--- config.mk ---
export PLATFORM = sky130hd
export DESIGN_NAME = positioner_status_registers
export DESIGN_NICKNAME = d
export VERILOG_FILES = /design/src/include/positioner_status_pkg.sv /design/src/core/positioner_status_registers.sv
export SDC_FILE = /design/constraint.sdc
export NUM_CORES = 1
export LEC_CHECK = 0
export BUFFER_PORTS_ARGS = -buffer_cell sky130_fd_sc_hd__buf_2
export CORE_MARGIN = 8
export CORE_UTILIZATION = 25
export DETAILED_ROUTE_END_ITERATION = 7
export PLACE_DENSITY_LB_ADDON = 0.15
export SYNTH_ARGS = -nofsm -noshare
export SYNTH_HDL_FRONTEND = slang
export SYNTH_SLANG_ARGS = --single-unit
--- constraint.sdc ---
create_clock -name clk -period 9 [get_ports clk]
set_input_delay 0.9 -clock clk [delete_from_list [all_inputs] [get_ports clk]]
set_output_delay 0.9 -clock clk [all_outputs]
set_load 0.01 [all_outputs]
--- src/include/positioner_status_pkg.sv ---
/*
  Constants, field layouts and carrier types for the positioner status bank.
  Assumes a register front end that turns bus frames into single-register requests.
*/
package positioner_status_pkg;

  // register offsets
  localparam logic [15:0] DRIVE_FLAGS_ADDR        = 16'h0000;
  localparam logic [15:0] SHAFT_SPEED_ADDR        = 16'h0001;
  localparam logic [15:0] POSITION_UPPER_ADDR     = 16'h0002;
  localparam logic [15:0] POSITION_LOWER_ADDR     = 16'h0003;
  localparam logic [15:0] PRESENT_TORQUE_ADDR     = 16'h0004;
  localparam logic [15:0] PEAK_RUN_TORQUE_ADDR    = 16'h0005;
  localparam logic [15:0] LOGIC_SUPPLY_VOLTS_ADDR = 16'h0006;
  localparam logic [15:0] DRIVE_SUPPLY_VOLTS_ADDR = 16'h0007;
  localparam logic [15:0] INTERNAL_TEMP_ADDR      = 16'h0008;
  localparam logic [15:0] BUILD_DATE_ADDR         = 16'h000c;
  localparam logic [15:0] UNIT_SERIAL_ADDR        = 16'h000d;
  localparam logic [15:0] ADDR_LIMIT              = 16'h0100;

  // bus function codes
  localparam logic [7:0] FC_READ_HOLDING  = 8'h03;
  localparam logic [7:0] FC_WRITE_SINGLE  = 8'h06;
  localparam logic [7:0] FC_WRITE_MULTI   = 8'h10;

  // result codes
  localparam logic [7:0] RES_IDLE          = 8'h00;
  localparam logic [7:0] RES_ILLEGAL_FUNC  = 8'h01;
  localparam logic [7:0] RES_ILLEGAL_ADDR  = 8'h02;
  localparam logic [7:0] RES_DEVICE_FAIL   = 8'h04;

  // reset values
  localparam logic [31:0] POSITION_RESET   = 32'h0000_0000;
  localparam logic [15:0] WORD_RESET       = 16'h0000;

  // status word, bit 15 down to bit 0
  typedef struct packed {
    logic negLimit;        // bit 15
    logic posLimit;        // bit 14
    logic lostPower;       // bit 13
    logic badTarget;       // bit 12
    logic manualMove;      // bit 11
    logic blockError;      // bit 10
    logic generalError;    // bit 9
    logic againstLoop;     // bit 8
    logic overTemp;        // bit 7
    logic running;         // bit 6
    logic runAborted;      // bit 5
    logic motorPower;      // bit 4
    logic fwdJog;          // bit 3
    logic revJog;          // bit 2
    logic followError;     // bit 1
    logic targetReached;   // bit 0
  } drive_flags_s;

  // one register request from the front end
  typedef struct packed {
    logic        valid;
    logic [7:0]  func;
    logic [15:0] addr;
    logic [15:0] data;
  } reg_req_s;

  // answer to one request
  typedef struct packed {
    logic        valid;
    logic [7:0]  result;
    logic [15:0] data;
  } reg_rsp_s;

  // run phases fed from motion control
  typedef struct packed {
    logic running;
    logic startPhase;
    logic braking;
  } run_phase_s;

endpackage

--- src/core/positioner_status_registers.sv ---
/*
  Status register bank of the positioning drive: flags, speed, position,
  torque with peak capture, supplies, temperature, build date and serial.
  Assumes a front end that delivers one register access per request and
  motion logic on the same clock that supplies measurements and steps.
*/
`timescale 1ns/10ps

module positioner_status_registers
  import positioner_status_pkg::*;
#(
  parameter logic [15:0] YEAR_WEEK_CODE = 16'h0000, // arbitrary value
  parameter logic [15:0] SERIAL_NUMBER  = 16'h0000  // arbitrary value
)
(
  input  wire logic         clk,
  input  wire logic         sys_rst,
  input  wire logic         ce,
  input  wire reg_req_s     regReq,
  output reg_rsp_s          regRsp,
  input  wire drive_flags_s flagsIn,
  input  wire logic         revJogKey,
  input  wire logic         fwdJogKey,
  input  wire run_phase_s   runPhase,
  input  wire logic         posStep,
  input  wire logic         posStepDown,
  input  wire logic [15:0]  speedRpm,
  input  wire logic [15:0]  torqueNow,
  input  wire logic [15:0]  logicSupply,
  input  wire logic [15:0]  driveSupply,
  input  wire logic [15:0]  tempCelsius,
  output logic [31:0]       position
);

  logic [1:0]   jogKeys;
  logic [2:0]   jogSync  [2];
  logic         jogState [2];
  drive_flags_s flagWord;
  drive_flags_s driveFlags;
  logic [15:0]  shaftSpeed;
  logic [15:0]  presentTorque;
  logic [15:0]  peakRunTorque;
  logic [15:0]  logicSupplyVolts;
  logic [15:0]  driveSupplyVolts;
  logic [15:0]  internalTemp;
  logic [15:0]  upperHold;
  logic         upperArmed;
  logic         wasRunning;
  logic         isWrite;
  logic         isRead;
  logic         lowerOk;
  logic         posLoad;
  logic [15:0]  rdWord;
  logic [7:0]   next_result;

  // both jog keys in one bus, reverse key on bit 0
  assign jogKeys = {fwdJogKey, revJogKey};

  // jog key pins pass three flops; a change counts once the last two agree,
  // so a single glitch on a key never reaches the status word
  for (genvar k = 0; k < 2; k++)
  begin : g_jog
    always_ff @(posedge clk)
    begin
      if (sys_rst)
      begin
        jogSync[k]  <= 3'h0;
        jogState[k] <= 1'b0;
      end
      else if (ce)
      begin
        jogSync[k] <= {jogSync[k][1:0], jogKeys[k]};
        if (jogSync[k][2] == jogSync[k][1])
          jogState[k] <= jogSync[k][2];
      end
    end
  end

  // status word with the jog bits taken from the synchronised keys
  always_comb
  begin
    flagWord        = flagsIn;
    flagWord.revJog = jogState[0];
    flagWord.fwdJog = jogState[1];
  end

  // status word and live measurements sampled every cycle
  always_ff @(posedge clk)
  begin
    if (sys_rst)
    begin
      driveFlags       <= '0;
      shaftSpeed       <= WORD_RESET;
      presentTorque    <= WORD_RESET;
      logicSupplyVolts <= WORD_RESET;
      driveSupplyVolts <= WORD_RESET;
      internalTemp     <= WORD_RESET;
    end
    else if (ce)
    begin
      driveFlags        <= flagWord;
      shaftSpeed        <= speedRpm;
      presentTorque     <= torqueNow;
      logicSupplyVolts  <= logicSupply;
      driveSupplyVolts  <= driveSupply;
      internalTemp      <= tempCelsius;
    end
  end

  // peak torque: cleared at run start, captured outside start and braking
  always_ff @(posedge clk)
  begin
    if (sys_rst)
    begin
      peakRunTorque <= WORD_RESET;
      wasRunning    <= 1'b0;
    end
    else if (ce)
    begin
      wasRunning <= runPhase.running;
      if (runPhase.running && !wasRunning)
        peakRunTorque <= WORD_RESET;
      else if (runPhase.running && !runPhase.startPhase && !runPhase.braking
               && torqueNow > peakRunTorque)
        peakRunTorque <= torqueNow;
    end
  end

  // request decode
  assign isRead  = regReq.valid && regReq.func == FC_READ_HOLDING;
  assign isWrite = regReq.valid
                   && (regReq.func == FC_WRITE_SINGLE || regReq.func == FC_WRITE_MULTI);
  assign lowerOk = upperArmed && regReq.addr == POSITION_LOWER_ADDR;
  assign posLoad = isWrite && lowerOk;

  // high word is held until the matching low word arrives; any other
  // in-range write disarms the pair so a stale high word is never used
  always_ff @(posedge clk)
  begin
    if (sys_rst)
    begin
      upperHold  <= WORD_RESET;
      upperArmed <= 1'b0;
    end
    else if (ce && isWrite && regReq.addr < ADDR_LIMIT)
    begin
      upperArmed <= regReq.addr == POSITION_UPPER_ADDR;
      if (regReq.addr == POSITION_UPPER_ADDR)
        upperHold <= regReq.data;
    end
  end

  // position counter: re-referenced on low write, else follows steps;
  // a load beats a step in the same cycle so the written value is exact
  always_ff @(posedge clk)
  begin
    if (sys_rst)
      position <= POSITION_RESET;
    else if (ce)
    begin
      if (posLoad)
        position <= {upperHold, regReq.data};
      else if (posStep && posStepDown)
        position <= position - 32'h0000_0001;
      else if (posStep)
        position <= position + 32'h0000_0001;
    end
  end

  // read multiplexer, unlisted addresses read zero
  always_comb
  begin
    unique case (regReq.addr)
      DRIVE_FLAGS_ADDR:        rdWord = driveFlags;
      SHAFT_SPEED_ADDR:        rdWord = shaftSpeed;
      POSITION_UPPER_ADDR:     rdWord = position[31:16];
      POSITION_LOWER_ADDR:     rdWord = position[15:0];
      PRESENT_TORQUE_ADDR:     rdWord = presentTorque;
      PEAK_RUN_TORQUE_ADDR:    rdWord = peakRunTorque;
      LOGIC_SUPPLY_VOLTS_ADDR: rdWord = logicSupplyVolts;
      DRIVE_SUPPLY_VOLTS_ADDR: rdWord = driveSupplyVolts;
      INTERNAL_TEMP_ADDR:      rdWord = internalTemp;
      BUILD_DATE_ADDR:         rdWord = YEAR_WEEK_CODE;
      UNIT_SERIAL_ADDR:        rdWord = SERIAL_NUMBER;
      default:                 rdWord = WORD_RESET;
    endcase
  end

  // result code for the current request
  // reserved words accept writes silently and read back as zero
  always_comb
  begin
    next_result = RES_IDLE;
    if (!isRead && !isWrite)
      next_result = RES_ILLEGAL_FUNC;
    else if (regReq.addr >= ADDR_LIMIT)
      next_result = RES_ILLEGAL_ADDR;
    else if (isWrite && regReq.addr == POSITION_LOWER_ADDR && !lowerOk)
      next_result = RES_DEVICE_FAIL;
    else if (isWrite && regReq.addr != POSITION_UPPER_ADDR
             && regReq.addr != POSITION_LOWER_ADDR
             && (regReq.addr <= INTERNAL_TEMP_ADDR
                 || regReq.addr == BUILD_DATE_ADDR
                 || regReq.addr == UNIT_SERIAL_ADDR))
      next_result = RES_ILLEGAL_ADDR;    // read-only words refuse writes
  end

  // registered answer, one cycle after the request
  always_ff @(posedge clk)
  begin
    if (sys_rst)
      regRsp <= '0;
    else if (ce)
    begin
      regRsp.valid  <= regReq.valid;
      regRsp.result <= next_result;
      regRsp.data   <= (isRead && next_result == RES_IDLE) ? rdWord : WORD_RESET;
    end
  end

endmodule

==> reports/metrics.csv <==
metric,value,unit
comb_power_share,14.0,%
r2r_cells,11,
clock_path_buffers,2,
dieWidth,215,um
worst_ep_arrival_time,4.61,ns
dieHeight,215,um
peakVddDrop,0.124,mV
grt_use_total,16.0,%
overflow,0,
fmax,236,MHz
clockPowerShare,39.1,%
reg2reg_slack,5.64,ns
dr.first_iter.drc_count,767,
p_leak,5.18,nW
critPathLaunch,regReq[29],
die_area,46400,sq um
path_class,input pin to register,
synth_flop_cell,dfxtp_1,
portBuffers,196,
wl_per_cell,20.7,um
fin_crit_sh,47.0,%
firstDrtPassIters,5,
cts_buffers,17,
clk_pin_slew,0.08,ns
cts_resized,0,
fin_area,12000,sq um
placed_area,11400,sq um
dpl.hpwl,27800,um
ctsHoldBuffers,0,
viasPerCell,4.95,
synthArstFlopShare,0,%
max_stage_delay,0.81,ns
crit_fanout,26,
rsz0062_at_grt,false,
yosysSeqAreaShare,39.1,%
grt_pass1_vias,8907,
vias,9149,
route.detailed.drc,0,
p_switching,0.000579,W
synth-seq-cells,190,
yosysUniqueCellTypes,66,
powerDensity,163,nW/um^2
min_period,4.23,ns
avgSynthCellArea,8.59,sq um
final.setup.tns,0,ns
mostFrequentLayoutCells,"buf_2, dfxtp_1, nor2_1",
fillers,4318,
internal_power,0.00138,W
holdPathStages,2,
multi_input_area,5670,sq um
routed_wl,38200,um
hold_viol,0,
antenna_found_initial,3,
core,39500,sq um
hp-class,register to register,
final_common_cell,buf_2,
core.rowCount,73,
setup_viol,0,
start_kind,input pin,
min_to,regRsp[14],
crit_top_cell,nand2_1,
clk_latency,0.45,ns
root_buffer,clkbuf_16,
syn2layout_area_growth,20.4,%
nets,1505,
post_cts.repair.setup_buffers,0,
pwr-share-seq,47.0,%
tightest_slew,1.11,ns
diodes,0,
netlist_area,9940,sq um
timing.critical_path.buf_inv,2,
yosysWarnings,0,
switching_share,29.6,%
slowest_stage,nor2_2,
crit_path_end_kind,register,
cpLargestDelayFamily,simple AND/OR/NAND/NOR gates,
r2r-start,position[0],
slew_headroom,26.1,%
antenna_left,0,
clock_skew,0.0138,ns
max-cap-violations,0,
grt_max_degree,95,
synth_cells,1156,
cts_tree,done,
top_level_ports,204,
synth_edf_count,8,
grt_pass1_wl,57100,um
required,9.38,ns
slew_viol_final,0,
cp_cell_sequence,"buf_2, nor4_1, nand2_1, nor2_2, nor4b_4, buf_4, o21ai_4, nor2_4, nand2_1, or4_1, nand3_1",
place_congestion,0.840,
regArea,3880,sq um
holdCritStartpoint,regRsp[14],
drive_above_1_share,20.5,%
start_util,25.2,%
timing.rr.end,position[30],
outcome,finished clean,
numClockSinks,190,
cts.htree.levels,4,
cell usage after synthesis, types with 7 or more instances:
cell | instances | area (sq um)
a211oi_1 | 14 | 105
a21o_1 | 23 | 173
a21oi_1 | 80 | 400
a221oi_1 | 16 | 140
a222oi_1 | 17 | 170
a22oi_1 | 21 | 158
a311oi_1 | 9 | 78.8
and3_1 | 16 | 100
buf_1 | 15 | 56.3
buf_2 | 8 | 40.0
clkbuf_1 | 49 | 184
dfxtp_1 | 182 | 3640
edfxtp_1 | 8 | 240
ha_1 | 46 | 576
inv_1 | 26 | 97.6
mux2_2 | 16 | 180
mux2i_1 | 99 | 991
nand2_1 | 104 | 390
nand3_1 | 52 | 260
nor2_1 | 150 | 563
nor2b_1 | 9 | 56.3
nor3_1 | 22 | 110
o211ai_1 | 7 | 52.6
o21ai_0 | 63 | 315
xnor2_1 | 12 | 105
xor2_1 | 10 | 87.6
final cells by class:
type                    instances  area share, %
repair buffers                209           9.09
clock inverters                13           1.06
well taps                     525           5.49
inverters                      27          0.847
clock buffers                  19           3.70
multi-input cells             866           47.4
flip-flops and latches        190           32.5
worst register-to-register path, stage by stage (launching register included):
cell and delay [ns]:
dfxtp_1 0.47, inv_1 0.11, fa_1 0.46, nor2b_1 0.18, o21a_1 0.18, o211ai_1 0.14, a21o_1 0.24, a21oi_1 0.18
o21ai_0 0.32, or3_1 0.47, and4_1 0.19, or3_1 0.31
layer usage:
| metal | GRT usage [%] | part of all wire [%] |
|---|---|---|
| met3 | 3.92 | 5.1 |
| met4 | 3.97 | 1.5 |
| met1 | 21.5 | 47 |
| met2 | 25.4 | 46 |
| met5 | 0 | 0.060 |
worst max path at each step:
stage | endpoint | slack (ns) | cells after the start
finish | position[24] | 4.77 | 11
global route | position[28] | 4.57 | 13
CTS | position[28] | 4.83 | 13
detailed placement | position[28] | 4.36 | 13
global placement | position[24] | 4.36 | 11
floorplan | position[28] | 5.08 | 11
flip-flops by register name, summed over array words and instances, names as in the netlist:
| name | count |
|---|---|
| driveFlags | 16 |
| driveSupplyVolts | 16 |
| internalTemp | 16 |
| jogState | 2 |
| jogSync | 6 |
| logicSupplyVolts | 16 |
| peakRunTorque | 16 |
| position | 32 |
| presentTorque | 16 |
| regRsp | 20 |
| shaftSpeed | 16 |
| upperArmed | 1 |
| upperHold | 16 |
| wasRunning | 1 |
per-stage QoR:
stage                     util [%]  setup slack (ns)  std cells  total power [W]  hold slack (ns)
after CTS                     30.3              4.83       1849          0.00198            0.457
after floorplan                  -              5.08       1160          0.00110            0.431
after global placement        28.9              4.36       1817          0.00121            0.437
after global routing          30.3              4.57       1849          0.00205            0.478
final                         30.3              4.77       1849          0.00195            0.456
after detailed placement      28.9              4.36       1817          0.00121            0.439
power by group through the flow:
stage,logic (W),clock network [W],registers [W]
after floorplan,0.000172,0,0.000928
after global placement,0.000273,0,0.000937
after detailed placement,0.000274,0,0.000937
after CTS,0.000275,0.000788,0.000918
after global routing,0.000303,0.000821,0.000923
final,0.000273,0.000763,0.000918
kinds of logic (layout without fill, tap and decap cells):
kind of cell | after synthesis | in the layout | share of synthesized area [%]
mux | 115 | 115 | 11.8
xor+xnor | 22 | 22 | 1.94
fa+ha+maj | 47 | 47 | 5.99
simple gates | 393 | 393 | 18.1
compound gates | 284 | 284 | 18.9
buf+inv | 104 | 268 | 4.22
flops | 190 | 190 | 39.1
other cells | 1 | 5 | 0.0377
(Power assumes the default switching activity.)
